===== src/rtl/drvfb_map.vh =====
// Purpose: Register map, field positions and codes of the fieldbus bit/word map
// Assumes: 32-bit AXI4-Lite words, byte addresses
// Notes: Selection codes are four-bit fields
`ifndef DRVFB_MAP_VH
`define DRVFB_MAP_VH

`define DRVFB_CMD_BITS 8'h00
`define DRVFB_STAT_BITS 8'h04
`define DRVFB_MON_CODE 8'h08
`define DRVFB_SET_FREQ 8'h0C
`define DRVFB_CMD_CODE 8'h10
`define DRVFB_WR_DATA 8'h14
`define DRVFB_MON_DATA 8'h18
`define DRVFB_OUT_FREQ 8'h1C
`define DRVFB_RESP_CODE 8'h20
`define DRVFB_RD_DATA 8'h24
`define DRVFB_AGREE_W 8'h28
`define DRVFB_IN_SEL 8'h2C
`define DRVFB_OUT_SEL 8'h30
`define DRVFB_FREQ_REF 8'h34

// Command bit positions
`define DRVFB_Y_FWD 0
`define DRVFB_Y_REV 1
`define DRVFB_Y_MI3 2
`define DRVFB_Y_MI7 6
`define DRVFB_Y_OFF 9
`define DRVFB_Y_EXTF 10
`define DRVFB_Y_MON 12
`define DRVFB_Y_FVOL 13
`define DRVFB_Y_FNV 14
`define DRVFB_Y_EXEC 15
`define DRVFB_Y_ALLOC 25
`define DRVFB_Y_ERST 26
// Writable command bits; the rest are ignored
`define DRVFB_CMD_MASK 32'h0600_F67F

// Status bit positions
`define DRVFB_X_FWD 0
`define DRVFB_X_REV 1
`define DRVFB_X_MOUT 2
`define DRVFB_X_AGREE 3
`define DRVFB_X_STALL 4
`define DRVFB_X_OPTA 6
`define DRVFB_X_OPTB 7
`define DRVFB_X_MON 12
`define DRVFB_X_FVOL 13
`define DRVFB_X_FNV 14
`define DRVFB_X_EXEC 15
`define DRVFB_X_ALLOC 25
`define DRVFB_X_ERR 26
`define DRVFB_X_READY 27

// Input function codes
`define DRVFB_IF_EXTF 4'h3
`define DRVFB_IF_FRST 4'h5
`define DRVFB_IF_MS1 4'h6
`define DRVFB_IF_MS2 4'h7
`define DRVFB_IF_MS3 4'h8
`define DRVFB_IF_JOG 4'hA
`define DRVFB_IF_INCH 4'hB
// Output function codes
`define DRVFB_OF_FAULT 4'h0
`define DRVFB_OF_RUN 4'h1
`define DRVFB_OF_FDET 4'h4
`define DRVFB_OF_READY 4'hD

// Allocation tables: inputs 3..7 and outputs 1..3, one nibble each
`define DRVFB_IN_SEL_RST 20'hA_7653
`define DRVFB_IN_SEL_ALT 20'hB_A876
`define DRVFB_OUT_SEL_RST 12'h01D
`define DRVFB_OUT_SEL_ALT 12'h041
`define DRVFB_AGREE_RST 16'h00C8
`define DRVFB_FDET_ALT 16'h0258

`define DRVFB_RESP_OK 2'b00
`define DRVFB_RESP_SLVERR 2'b10

`endif


===== src/rtl/drvfb_top.v =====
// Purpose: Cyclic fieldbus bit/word map of a motor drive behind AXI4-Lite
// Assumes: Drive-side status arrives synchronous to clk_sys_i
// Notes: Operation
// Operation
// - Forward-running bit follows forward rotation
// - Reverse-running bit follows reverse rotation
// - Speed agree within agree-width band
// - Stall bit while stall prevention acts
// - Comm output bit by select, default ready
// - Two opto terminal states reported
// - Monitoring bit high while refreshing monitor data
// - Volatile set done after main frequency applied
// - Nonvolatile set done after store and apply
// - Execution done only after command finishes
// - Allocation-changed bit after alternate allocation
// - Error bit on any drive fault
// - Station ready while run enabled and no error
// - Run bits high run, low stop
// - Inputs five to seven from comm only
// - Inputs three, four routed to selected functions
// - Output-off coasts; release resumes running
// - External fault bit trips and coasts
// - Monitor request copies selected quantity
// - Volatile set loads main speed frequency
// - Nonvolatile reference kept, used at power-up
// - Execution request runs current command code
`timescale 1ns/1ps
`include "drvfb_map.vh"

module drvfb_top #(
    parameter FW = 16
) (
    input wire clk_sys_i,
    input wire rst_i,
    input wire [7:0] s_axi_awaddr,
    input wire s_axi_awvalid,
    output wire s_axi_awready,
    input wire [31:0] s_axi_wdata,
    input wire [3:0] s_axi_wstrb,
    input wire s_axi_wvalid,
    output wire s_axi_wready,
    output wire [1:0] s_axi_bresp,
    output wire s_axi_bvalid,
    input wire s_axi_bready,
    input wire [7:0] s_axi_araddr,
    input wire s_axi_arvalid,
    output wire s_axi_arready,
    output wire [31:0] s_axi_rdata,
    output wire [1:0] s_axi_rresp,
    output wire s_axi_rvalid,
    input wire s_axi_rready,
    input wire running_fwd_i,
    input wire running_rev_i,
    input wire [FW-1:0] output_freq_i,
    input wire stall_active_i,
    input wire drive_fault_i,
    input wire run_enabled_i,
    input wire [FW-1:0] monitor_value_i,
    input wire [FW-1:0] nv_freq_i,
    input wire nv_ack_i,
    input wire cmd_done_i,
    input wire [FW-1:0] cmd_resp_i,
    input wire [FW-1:0] cmd_read_i,
    output reg fwd_run_o,
    output reg rev_run_o,
    output reg coast_o,
    output reg fault_reset_o,
    output reg [2:0] multi_step_o,
    output reg jog_o,
    output reg inch_o,
    output reg opto_terminal_a_o,
    output reg opto_terminal_b_o,
    output reg [FW-1:0] main_freq_o,
    output reg [FW-1:0] monitor_sel_o,
    output reg nv_store_o,
    output reg [FW-1:0] freq_ref_o,
    output reg cmd_start_o,
    output reg [FW-1:0] cmd_code_o,
    output reg [FW-1:0] cmd_data_o
);

    // Output function of a selection code
    function out_func;
        input [3:0] sel;
        input fault;
        input run;
        input fdet;
        input ready;
        begin
            case (sel)
                `DRVFB_OF_FAULT: out_func = fault;
                `DRVFB_OF_RUN: out_func = run;
                `DRVFB_OF_FDET: out_func = fdet;
                `DRVFB_OF_READY: out_func = ready;
                default: out_func = 1'b0;
            endcase
        end
    endfunction

    // Any of inputs 3..7 selected for a code and high
    function in_hit;
        input [3:0] code;
        input [19:0] sels;
        input [4:0] bits;
        integer k;
        begin
            in_hit = 1'b0;
            for (k = 0; k < 5; k = k + 1) begin
                if (sels[4*k +: 4] == code && bits[k])
                    in_hit = 1'b1;
            end
        end
    endfunction

    function [31:0] merge;
        input [31:0] old;
        input [31:0] nw;
        input [3:0] strb;
        integer k;
        begin
            merge = old;
            for (k = 0; k < 4; k = k + 1) begin
                if (strb[k])
                    merge[8*k +: 8] = nw[8*k +: 8];
            end
        end
    endfunction

    reg [31:0] cmd_ff;
    reg [FW-1:0] monitor_code_word_ff, set_freq_word_ff;
    reg [FW-1:0] command_code_word_ff, write_data_word_ff;
    reg [FW-1:0] monitor_data_word_ff, response_code_word_ff, read_data_word_ff;
    reg [FW-1:0] agree_width_const_ff, freq_reference_const_ff;
    reg [19:0] in_sel_ff;
    reg [11:0] out_sel_ff;
    reg alloc_ff, ext_fault_ff, boot_ff;
    reg monitor_busy_conf_ff, freq_volatile_done_ff, freq_nonvolatile_done_ff;
    reg cmd_exec_done_ff, nv_wait_ff, exec_wait_ff;
    reg [31:0] stat_ff;

    // AXI write and read channel state
    reg aw_ff, w_ff, bvalid_ff, rvalid_ff;
    reg [7:0] awaddr_ff;
    reg [31:0] wdata_ff, rdata_ff;
    reg [3:0] wstrb_ff;
    reg [1:0] bresp_ff, rresp_ff;

    wire fwd_run_cmd = cmd_ff[`DRVFB_Y_FWD];
    wire rev_run_cmd = cmd_ff[`DRVFB_Y_REV];
    wire [4:0] multi_in_cmd = cmd_ff[`DRVFB_Y_MI7:`DRVFB_Y_MI3];
    wire output_off_cmd = cmd_ff[`DRVFB_Y_OFF];
    wire ext_fault_cmd = cmd_ff[`DRVFB_Y_EXTF];
    wire monitor_req = cmd_ff[`DRVFB_Y_MON];
    wire freq_volatile_req = cmd_ff[`DRVFB_Y_FVOL];
    wire freq_nonvolatile_req = cmd_ff[`DRVFB_Y_FNV];
    wire cmd_exec_req = cmd_ff[`DRVFB_Y_EXEC];
    wire alloc_req = cmd_ff[`DRVFB_Y_ALLOC];
    wire err_reset_cmd = cmd_ff[`DRVFB_Y_ERST];

    // Alternate table replaces the programmed one once switched
    wire [19:0] in_sel = alloc_ff ? `DRVFB_IN_SEL_ALT : in_sel_ff;
    wire [11:0] out_sel = alloc_ff ? `DRVFB_OUT_SEL_ALT : out_sel_ff;
    wire [FW-1:0] fdet_level = alloc_ff ? `DRVFB_FDET_ALT : {FW{1'b0}};

    // Inputs five to seven exist only as command bits
    wire mf_ext_fault = in_hit(`DRVFB_IF_EXTF, in_sel, multi_in_cmd);
    wire mf_fault_reset = in_hit(`DRVFB_IF_FRST, in_sel, multi_in_cmd);
    wire comm_external_fault = ext_fault_cmd | mf_ext_fault;
    wire error_now = drive_fault_i | ext_fault_ff;
    wire running = running_fwd_i | running_rev_i;

    wire [FW-1:0] freq_diff = (output_freq_i > main_freq_o) ?
        (output_freq_i - main_freq_o) : (main_freq_o - output_freq_i);
    wire speed_agree = freq_diff <= agree_width_const_ff;
    wire ready_now = run_enabled_i & ~error_now;
    wire fdet = running & (output_freq_i >= fdet_level);
    wire opto_a_now = out_func(out_sel[7:4], error_now, running, fdet, ready_now);
    wire opto_b_now = out_func(out_sel[11:8], error_now, running, fdet, ready_now);

    // Drive-side controls
    always @(posedge clk_sys_i) begin
        if (rst_i) begin
            fwd_run_o <= 1'b0;
            rev_run_o <= 1'b0;
            coast_o <= 1'b0;
            fault_reset_o <= 1'b0;
            multi_step_o <= 3'b000;
            jog_o <= 1'b0;
            inch_o <= 1'b0;
            ext_fault_ff <= 1'b0;
            opto_terminal_a_o <= 1'b0;
            opto_terminal_b_o <= 1'b0;
        end else begin
            // Output-off or external fault forces coast; runs resume on output-off release, or after an error reset clears the fault
            coast_o <= output_off_cmd | ext_fault_ff;
            fwd_run_o <= fwd_run_cmd & ~output_off_cmd & ~ext_fault_ff;
            rev_run_o <= rev_run_cmd & ~output_off_cmd & ~ext_fault_ff;
            fault_reset_o <= err_reset_cmd | mf_fault_reset;
            multi_step_o <= {in_hit(`DRVFB_IF_MS3, in_sel, multi_in_cmd),
                             in_hit(`DRVFB_IF_MS2, in_sel, multi_in_cmd),
                             in_hit(`DRVFB_IF_MS1, in_sel, multi_in_cmd)};
            jog_o <= in_hit(`DRVFB_IF_JOG, in_sel, multi_in_cmd);
            inch_o <= in_hit(`DRVFB_IF_INCH, in_sel, multi_in_cmd);
            // Trip wins over a reset in the same cycle
            if (comm_external_fault)
                ext_fault_ff <= 1'b1;
            else if (err_reset_cmd | mf_fault_reset)
                ext_fault_ff <= 1'b0;
            opto_terminal_a_o <= opto_a_now;
            opto_terminal_b_o <= opto_b_now;
        end
    end

    // Request and confirmation handshakes
    always @(posedge clk_sys_i) begin
        if (rst_i) begin
            main_freq_o <= {FW{1'b0}};
            freq_reference_const_ff <= {FW{1'b0}};
            boot_ff <= 1'b1;
            monitor_sel_o <= {FW{1'b0}};
            monitor_data_word_ff <= {FW{1'b0}};
            monitor_busy_conf_ff <= 1'b0;
            freq_volatile_done_ff <= 1'b0;
            freq_nonvolatile_done_ff <= 1'b0;
            nv_wait_ff <= 1'b0;
            nv_store_o <= 1'b0;
            freq_ref_o <= {FW{1'b0}};
            cmd_exec_done_ff <= 1'b0;
            exec_wait_ff <= 1'b0;
            cmd_start_o <= 1'b0;
            cmd_code_o <= {FW{1'b0}};
            cmd_data_o <= {FW{1'b0}};
            response_code_word_ff <= {FW{1'b0}};
            read_data_word_ff <= {FW{1'b0}};
        end else begin
            nv_store_o <= 1'b0;
            cmd_start_o <= 1'b0;
            boot_ff <= 1'b0;
            // Stored reference becomes the speed at power-up
            if (boot_ff) begin
                freq_reference_const_ff <= nv_freq_i;
                main_freq_o <= nv_freq_i;
            end
            // Monitor: copy each cycle while requested, busy flag marks it
            monitor_sel_o <= monitor_code_word_ff;
            if (monitor_req)
                monitor_data_word_ff <= monitor_value_i;
            monitor_busy_conf_ff <= monitor_req;
            // Volatile set
            if (!freq_volatile_req)
                freq_volatile_done_ff <= 1'b0;
            else if (!freq_volatile_done_ff && !boot_ff) begin
                main_freq_o <= set_freq_word_ff;
                freq_volatile_done_ff <= 1'b1;
            end
            // Nonvolatile set waits for the store to be acknowledged
            if (!freq_nonvolatile_req) begin
                freq_nonvolatile_done_ff <= 1'b0;
            end else if (nv_wait_ff) begin
                if (nv_ack_i) begin
                    nv_wait_ff <= 1'b0;
                    freq_nonvolatile_done_ff <= 1'b1;
                end
            end else if (!freq_nonvolatile_done_ff && !boot_ff) begin
                freq_reference_const_ff <= set_freq_word_ff;
                main_freq_o <= set_freq_word_ff;
                freq_ref_o <= set_freq_word_ff;
                nv_store_o <= 1'b1;
                nv_wait_ff <= 1'b1;
            end
            // Command execution; a drop mid-run still waits for the end
            if (exec_wait_ff) begin
                if (cmd_done_i) begin
                    exec_wait_ff <= 1'b0;
                    response_code_word_ff <= cmd_resp_i;
                    read_data_word_ff <= cmd_read_i;
                    cmd_exec_done_ff <= cmd_exec_req;
                end
            end else if (!cmd_exec_req) begin
                cmd_exec_done_ff <= 1'b0;
            end else if (!cmd_exec_done_ff) begin
                cmd_code_o <= command_code_word_ff;
                cmd_data_o <= write_data_word_ff;
                cmd_start_o <= 1'b1;
                exec_wait_ff <= 1'b1;
            end
        end
    end

    // Status word; unused and reserved bits stay zero
    always @(posedge clk_sys_i) begin
        if (rst_i) begin
            stat_ff <= 32'h0000_0000;
        end else begin
            stat_ff <= 32'h0000_0000;
            stat_ff[`DRVFB_X_FWD] <= running_fwd_i;
            stat_ff[`DRVFB_X_REV] <= running_rev_i;
            stat_ff[`DRVFB_X_MOUT] <= out_func(out_sel[3:0], error_now, running,
                                               fdet, ready_now);
            stat_ff[`DRVFB_X_AGREE] <= speed_agree;
            stat_ff[`DRVFB_X_STALL] <= stall_active_i;
            stat_ff[`DRVFB_X_OPTA] <= opto_a_now;
            stat_ff[`DRVFB_X_OPTB] <= opto_b_now;
            stat_ff[`DRVFB_X_MON] <= monitor_busy_conf_ff;
            stat_ff[`DRVFB_X_FVOL] <= freq_volatile_done_ff;
            stat_ff[`DRVFB_X_FNV] <= freq_nonvolatile_done_ff;
            stat_ff[`DRVFB_X_EXEC] <= cmd_exec_done_ff;
            stat_ff[`DRVFB_X_ALLOC] <= alloc_ff;
            stat_ff[`DRVFB_X_ERR] <= error_now;
            stat_ff[`DRVFB_X_READY] <= ready_now;
        end
    end

    // AXI4-Lite slave: one write and one read at a time
    assign s_axi_awready = ~aw_ff & ~bvalid_ff;
    assign s_axi_wready = ~w_ff & ~bvalid_ff;
    assign s_axi_bvalid = bvalid_ff;
    assign s_axi_bresp = bresp_ff;
    assign s_axi_arready = ~rvalid_ff;
    assign s_axi_rvalid = rvalid_ff;
    assign s_axi_rdata = rdata_ff;
    assign s_axi_rresp = rresp_ff;

    wire wr_go = aw_ff & w_ff & ~bvalid_ff;
    wire [31:0] wd = merge(32'h0000_0000, wdata_ff, wstrb_ff);

    always @(posedge clk_sys_i) begin
        if (rst_i) begin
            aw_ff <= 1'b0;
            w_ff <= 1'b0;
            bvalid_ff <= 1'b0;
            bresp_ff <= `DRVFB_RESP_OK;
            awaddr_ff <= 8'h00;
            wdata_ff <= 32'h0000_0000;
            wstrb_ff <= 4'h0;
            cmd_ff <= 32'h0000_0000;
            monitor_code_word_ff <= {FW{1'b0}};
            set_freq_word_ff <= {FW{1'b0}};
            command_code_word_ff <= {FW{1'b0}};
            write_data_word_ff <= {FW{1'b0}};
            agree_width_const_ff <= `DRVFB_AGREE_RST;
            in_sel_ff <= `DRVFB_IN_SEL_RST;
            out_sel_ff <= `DRVFB_OUT_SEL_RST;
            alloc_ff <= 1'b0;
        end else begin
            if (s_axi_awvalid && s_axi_awready) begin
                aw_ff <= 1'b1;
                awaddr_ff <= s_axi_awaddr;
            end
            if (s_axi_wvalid && s_axi_wready) begin
                w_ff <= 1'b1;
                wdata_ff <= s_axi_wdata;
                wstrb_ff <= s_axi_wstrb;
            end
            if (bvalid_ff && s_axi_bready)
                bvalid_ff <= 1'b0;
            // Switch happens on request; a select write restores programming only while the request bit is clear
            if (alloc_req)
                alloc_ff <= 1'b1;
            if (wr_go) begin
                aw_ff <= 1'b0;
                w_ff <= 1'b0;
                bvalid_ff <= 1'b1;
                bresp_ff <= `DRVFB_RESP_OK;
                case (awaddr_ff)
                    `DRVFB_CMD_BITS: cmd_ff <= merge(cmd_ff, wdata_ff, wstrb_ff) &
                                               `DRVFB_CMD_MASK;
                    `DRVFB_MON_CODE: monitor_code_word_ff <= wd[FW-1:0];
                    `DRVFB_SET_FREQ: set_freq_word_ff <= wd[FW-1:0];
                    `DRVFB_CMD_CODE: command_code_word_ff <= wd[FW-1:0];
                    `DRVFB_WR_DATA: write_data_word_ff <= wd[FW-1:0];
                    `DRVFB_AGREE_W: agree_width_const_ff <= wd[FW-1:0];
                    `DRVFB_IN_SEL: begin
                        in_sel_ff <= wd[19:0];
                        alloc_ff <= alloc_req;
                    end
                    `DRVFB_OUT_SEL: begin
                        out_sel_ff <= wd[11:0];
                        alloc_ff <= alloc_req;
                    end
                    `DRVFB_STAT_BITS, `DRVFB_MON_DATA, `DRVFB_OUT_FREQ,
                    `DRVFB_RESP_CODE, `DRVFB_RD_DATA, `DRVFB_FREQ_REF: ;
                    default: bresp_ff <= `DRVFB_RESP_SLVERR;
                endcase
            end
        end
    end

    always @(posedge clk_sys_i) begin
        if (rst_i) begin
            rvalid_ff <= 1'b0;
            rdata_ff <= 32'h0000_0000;
            rresp_ff <= `DRVFB_RESP_OK;
        end else if (rvalid_ff) begin
            if (s_axi_rready)
                rvalid_ff <= 1'b0;
        end else if (s_axi_arvalid) begin
            rvalid_ff <= 1'b1;
            rresp_ff <= `DRVFB_RESP_OK;
            rdata_ff <= 32'h0000_0000;
            case (s_axi_araddr)
                `DRVFB_CMD_BITS: rdata_ff <= cmd_ff;
                `DRVFB_STAT_BITS: rdata_ff <= stat_ff;
                `DRVFB_MON_CODE: rdata_ff[FW-1:0] <= monitor_code_word_ff;
                `DRVFB_SET_FREQ: rdata_ff[FW-1:0] <= set_freq_word_ff;
                `DRVFB_CMD_CODE: rdata_ff[FW-1:0] <= command_code_word_ff;
                `DRVFB_WR_DATA: rdata_ff[FW-1:0] <= write_data_word_ff;
                `DRVFB_MON_DATA: rdata_ff[FW-1:0] <= monitor_data_word_ff;
                `DRVFB_OUT_FREQ: rdata_ff[FW-1:0] <= output_freq_i;
                `DRVFB_RESP_CODE: rdata_ff[FW-1:0] <= response_code_word_ff;
                `DRVFB_RD_DATA: rdata_ff[FW-1:0] <= read_data_word_ff;
                `DRVFB_AGREE_W: rdata_ff[FW-1:0] <= agree_width_const_ff;
                `DRVFB_IN_SEL: rdata_ff[19:0] <= in_sel;
                `DRVFB_OUT_SEL: rdata_ff[11:0] <= out_sel;
                `DRVFB_FREQ_REF: rdata_ff[FW-1:0] <= freq_reference_const_ff;
                default: rresp_ff <= `DRVFB_RESP_SLVERR;
            endcase
        end
    end

endmodule


===== config.mk =====
export PLATFORM = sky130hd
export DESIGN_NAME = drvfb_top
export DESIGN_NICKNAME = d
export VERILOG_FILES = /design/src/rtl/drvfb_top.v
export VERILOG_INCLUDE_DIRS = /design/src /design/src/rtl
export SDC_FILE = /design/constraint.sdc
export NUM_CORES = 1
export LEC_CHECK = 0
export BUFFER_PORTS_ARGS = -buffer_cell sky130_fd_sc_hd__buf_2
export CORE_ASPECT_RATIO = 0.6
export CORE_MARGIN = 4
export CORE_UTILIZATION = 45
export CTS_CLUSTER_SIZE = 10
export DETAILED_ROUTE_END_ITERATION = 8
export PLACE_DENSITY = 0.68
export SLEW_MARGIN = 0
export SYNTH_ARGS = -nofsm -noshare
export SYNTH_HDL_FRONTEND = slang
export SYNTH_SLANG_ARGS = --single-unit

===== constraint.sdc =====
create_clock -name clk_sys_i -period 3.5 [get_ports clk_sys_i]
set_clock_uncertainty 0.05 [all_clocks]
set_input_delay 0.35 -clock clk_sys_i [delete_from_list [all_inputs] [get_ports clk_sys_i]]
set_output_delay 0.35 -clock clk_sys_i [all_outputs]
set_load 0.01 [all_outputs]

Word level (Yosys, flattened, before mapping)
Cells that the tools add are included.
- register bits after elaboration: 404
- input bits: 146
- equality and inequality tests: 72
- add/sub/neg operators: 2
- bitwise gates (word level): 27
- reductions and logical operators: 74
- $lt $le $gt $ge: 3
- mux-type cells: 82
- operators by type and width (cell ; count):
    $mux W16 ; 11
    $pmux W12 S14 ; 1
    $eq A8 B6 Y1 const B ; 12
    $eq A4 B3 Y1 const B ; 18
    $eq A4 B4 Y1 const B ; 18
    $eq A8 B5 Y1 const B ; 8
    $mux W1 ; 56
    $pmux W4 S13 ; 1
    $logic_and A1 B1 Y1 ; 40
    $eq A8 B4 Y1 const B ; 4
    $sub A16 B16 Y16 ; 2
    $reduce_or A14 Y1 ; 2
    $pmux W12 S2 ; 1
    $reduce_and A2 Y1 ; 11
    $eq A4 B2 Y1 const B ; 5
    $mux W20 ; 1
    $eq A8 B3 Y1 const B ; 2
    $ge A16 B10 Y1 ; 1
    $gt A16 B16 Y1 ; 1
    $le A16 B16 Y1 ; 1
    $logic_not A8 Y1 ; 2
    $mux W8 ; 2
    $reduce_and A3 Y1 ; 5
    $eq A4 B1 Y1 const B ; 3
    other kinds (16) ; 52

Logic depth before layout (Yosys ltp)
- depth after elaboration: 11
- mapped depth: 20
- mapped depth without buffers: 19

Worst setup path before layout
OpenSTA, ideal clock, no wires.
- kind: input to register
- start: input output_freq_i[11]
- end: register stat_ff[3]
- stages on the path: 18
- data arrival time: 3370 ps
- path buffers: 2
- path slack: 19 ps
- path through: inv_1 > ha_1 > buf_4 > a21oi_1 > o211ai_1 > a221oi_2 > a21o_1 > buf_6 > mux2i_1 > xnor2_1 > ha_1 > a21o_1 > a21o_1 > a21oi_1 > nor2_1 > a2111oi_0 > o311ai_0 > nand2_1
- cells in the longest elaborated chain, start to end: 3
- elaborated cells on any way between the ends: 5
- RTL lines (element ; RTL line ; RTL):
    start: declaration ; drvfb_top.v:54 ; input wire [FW-1:0] output_freq_i,
    $sub A16 B16 Y16 or $gt A16 B16 Y1 (tied branches) ; drvfb_top.v:173, drvfb_top.v:172 ;
    $mux W16 * ; drvfb_top.v:172 ; wire [FW-1:0] freq_diff = (output_freq_i > main_freq_o) ?
    $le A16 B16 Y1 * ; drvfb_top.v:174 ; wire speed_agree = freq_diff <= agree_width_const_ff;
    end signal: indexed assignment ; drvfb_top.v:296 ; stat_ff[`DRVFB_X_FWD] <= running_fwd_i;
    end signal: indexed assignment ; drvfb_top.v:297 ; stat_ff[`DRVFB_X_REV] <= running_rev_i;
    end signal: indexed assignment ; drvfb_top.v:298 ; stat_ff[`DRVFB_X_MOUT] <= out_func(out_sel[3:0], error_now, running,
    end: declaration ; drvfb_top.v:139 ; reg [31:0] stat_ff;
Every way passes the cells marked *; elsewhere a longest branch is shown, timed or not.
A chain may end at the register's enable or synchronous reset.

Final worst setup path
- start: register main_freq_o[3]
- end: register stat_ff[3]
- cells in the longest elaborated chain, start to end: 3
- elaborated cells on any way between the ends: 5
- RTL lines (element ; RTL line ; RTL):
    start: declaration ; drvfb_top.v:73 ; output reg [FW-1:0] main_freq_o,
    start signal: assignment ; drvfb_top.v:217 ; main_freq_o <= {FW{1'b0}};
    start signal: assignment ; drvfb_top.v:242 ; main_freq_o <= nv_freq_i;
    start signal: assignment ; drvfb_top.v:253 ; main_freq_o <= set_freq_word_ff;
    $sub A16 B16 Y16 or $gt A16 B16 Y1 (tied branches) ; drvfb_top.v:173, drvfb_top.v:172 ;
    $mux W16 * ; drvfb_top.v:172 ;
    $le A16 B16 Y1 * ; drvfb_top.v:174 ;
Marked as above.

==> reports/qor.yml <==
port_buffers: 258
drtAntennaViolNets: 0
setup.worst_path.class: "reg -> reg"
antenna_found_initial: 6
grt_pass1_wl_mm: 115
n_fill_cell: 3467
cp.required_ns: 3.95
grt_overflow_total: 0
p_clk_share_pct: 40.8
cts_sinks: 368
clkLatencyLatePin_ns: 0.57
synth_cell_types: 84
setup_viol: 1
drv_slew: 0
multi_input_area_sq_um: 9450
synth-seq-cells: 368
cp-start-kind: "register"
r2r_slack_ns: -0.11
cp.arrival_ns: 4.06
pwr-share-seq_pct: 44.6
netlist_instances: 2188
first_pass_iters: 6
die_y_microns: 161
io_pins: 280
dieArea_sq_um: 42100
switchingPower_w: 0.00261
internal_power_w: 0.00707
drcViolationCount: 0
totalWireLength_mm: 80.4
leakagePower_nw: 9.05
dpl.hpwl_mm: 61.5
critPathMaxFanout: 6
p_comb_share_pct: 14.5
grt_pass1_vias: 17012
yosysSeqAreaShare_pct: 42.2
synth_area_sq_um: 17400
maxCapViolCount: 0
async_reset_ff_share_pct: 0
syn_to_final_growth_pct: 27.7
clock-root-buffer: "clkbuf_16"
largest_reg_flops: 23
register_area_sq_um: 7380
post-route-min-period_ns: 3.61
start_util_pct: 45.9
coreArea_sq_um: 38000
worst_slack_ns: -0.106
cts_buffers: 43
violations: "negative setup slack"
fin_crit_sh_pct: 103
max-vdd-ir-drop_uv: 415
worstMarginPinSlew_ns: 1.22
place_ws_ns: -0.509
via_per_inst: 5.86
relSlewSlack_pct: 18.7
fin_hold_ws_ns: 0.00604
yosysWarnings: 0
drive_gt1_share_pct: 21.9
fmax_ghz: 0.277
vias: 18260
status: "complete, but fails checks"
grt_usage_pct: 36.3
grt_start_max_net_pins: 149
rsz0062_at_grt: "yes"
hp-class: "in -> reg"
die_x_microns: 262
cp-end-kind: "register"
cts.clk_slew.worst_paths_ns: 0.06
gp_routability_congestion: 1.08
power.total_w: 0.00968
switching_share_pct: 27.0
synth-main-ff-cell: "dfxtp_1"
first_iter_violations: 2416
post_drt_wl_per_cell_microns: 25.8
h-tree-depth: 2
p_per_area_nw_per_um2: 435
std_cell_rows: 55
post_synth.cell_area_avg_sq_um: 7.97
hold_viol_final: 0
diodes: 0
cts.path.max_buffers: 3
synth_edf_count: 0
cts_tree: "yes"
fin_nets: 2797
[cells in the mapped netlist, drive strengths merged (13+ instances only)]
cell / count / area share, %
nand2: 383 / 8.3
dfxtp: 368 / 42
nor2: 300 / 6.5
a21oi: 299 / 8.7
clkbuf: 109 / 2.3
mux2i: 83 / 4.8
inv: 65 / 1.4
o21ai: 62 / 1.8
ha: 51 / 3.7
buf: 43 / 1.5
nor2b: 38 / 1.4
nand3: 32 / 0.92
nor3: 27 / 0.83
mux2: 26 / 1.7
a211oi: 23 / 0.99
a22oi: 20 / 0.86
a31oi: 20 / 0.72
a211o: 18 / 0.90
and2: 15 / 0.54
nand4: 15 / 0.62
o22ai: 15 / 0.54
nor4: 14 / 0.59
a21o: 13 / 0.56
[cells by family after synthesis]
family	count (synthesis)	synth area share (%)
fa+ha+maj	53	3.89
compound gates	542	18.8
xor+xnor	14	0.703
simple gates	877	21.8
mux	116	7.34
other cells	1	0.0215
buf+inv	217	5.25
flops	368	42.2
[power groups by stage]
| stage | combinational, W | sequential, W | clock (W) |
|---|---|---|---|
| floorplan | 0.000672 | 0.00438 | 0 |
| global placement | 0.00121 | 0.00441 | 0 |
| detailed placement | 0.00121 | 0.00441 | 0 |
| CTS | 0.00132 | 0.00432 | 0.00398 |
| global route | 0.00150 | 0.00433 | 0.00414 |
| finish | 0.00141 | 0.00432 | 0.00395 |
[final cells by class]
type / instances / share of cell area, %
clock buffer: 45 / 4.86
inverter: 65 / 1.11
clock inverter: 5 / 0.314
multi-input combinational: 1613 / 42.4
timing repair buffer: 507 / 15.3
sequential: 368 / 33.1
tap: 513 / 2.88
[placed cells by master, fill, tap and decap left out, types with 11 or more instances in the layout]
| master | instances |
|---|---|
| buf_4 | 169 |
| ha_1 | 45 |
| o22ai_1 | 15 |
| dfxtp_1 | 363 |
| nor3_1 | 24 |
| o21ai_0 | 57 |
| and2_1 | 14 |
| mux2_2 | 25 |
| mux2i_1 | 83 |
| a22oi_1 | 20 |
| a211o_1 | 18 |
| nand2_1 | 381 |
| a31oi_1 | 19 |
| nor2_1 | 298 |
| clkbuf_16 | 43 |
| nand3_1 | 30 |
| a21o_1 | 13 |
| inv_1 | 64 |
| nand4_1 | 14 |
| conb_1 | 11 |
| nor4_1 | 13 |
| nor2b_1 | 38 |
| a21oi_1 | 290 |
| dlygate4sd3_1 | 73 |
| a211oi_1 | 23 |
| buf_2 | 257 |
[final timing paths]
check / endpoint / cells past startpoint / start
setup / recovery: stat_ff[3] / 15 / main_freq_o[3]
hold / removal: monitor_data_word_ff[2] / 3 / monitor_value_i[2]
setup reg to reg: stat_ff[3] / 15 / main_freq_o[3]
hold reg to reg: stat_ff[12] / 1 / monitor_busy_conf_ff
[metrics by stage]
| step | util (%) | TNS (ns) | std cells | area, sq um |
|---|---|---|---|---|
| after floorplan | - | 0 | 2198 | 17500 |
| after global placement | 52.9 | -0.425 | 2987 | 20100 |
| after detailed placement | 52.9 | -0.509 | 2987 | 20100 |
| after CTS | 58.2 | -0.0726 | 3114 | 22100 |
| after global routing | 58.7 | -0.243 | 3116 | 22300 |
| final | 58.7 | -0.106 | 3116 | 22300 |
[critical path, stage by stage, from the launching register on]
cell and delay (ns):
dfxtp_2 0.35, ha_2 0.38, buf_4 0.17, nand3_1 0.14, o221ai_4 0.22, a31oi_2 0.14, buf_4 0.16, buf_4 0.13
o2111ai_1 0.27, o41ai_4 0.15, xnor2_1 0.15, ha_1 0.32, nand4_1 0.08, or3_4 0.36, or4_4 0.41, nand2_1 0.07
[per-layer routing]
metal  global-route usage [%]  vias up  wire [microns]
li1                         -     8326               -
met1                     53.6     8816           36700
met2                     49.4      985           31200
met3                     14.6      125           10700
met4                     8.19        8            1800
met5                        0        -              57
[timing repair]
action | in CTS | in global routing
cloned | 0 | 0
hold buffers | 73 | 0
setup buffers | 4 | 1
pin swaps | 10 | 8
hold endpoints to repair | 73 | 0
resized for setup | 18 | 32
endpoints found under the setup margin | 1 | 1
(Power assumes the default switching activity.)
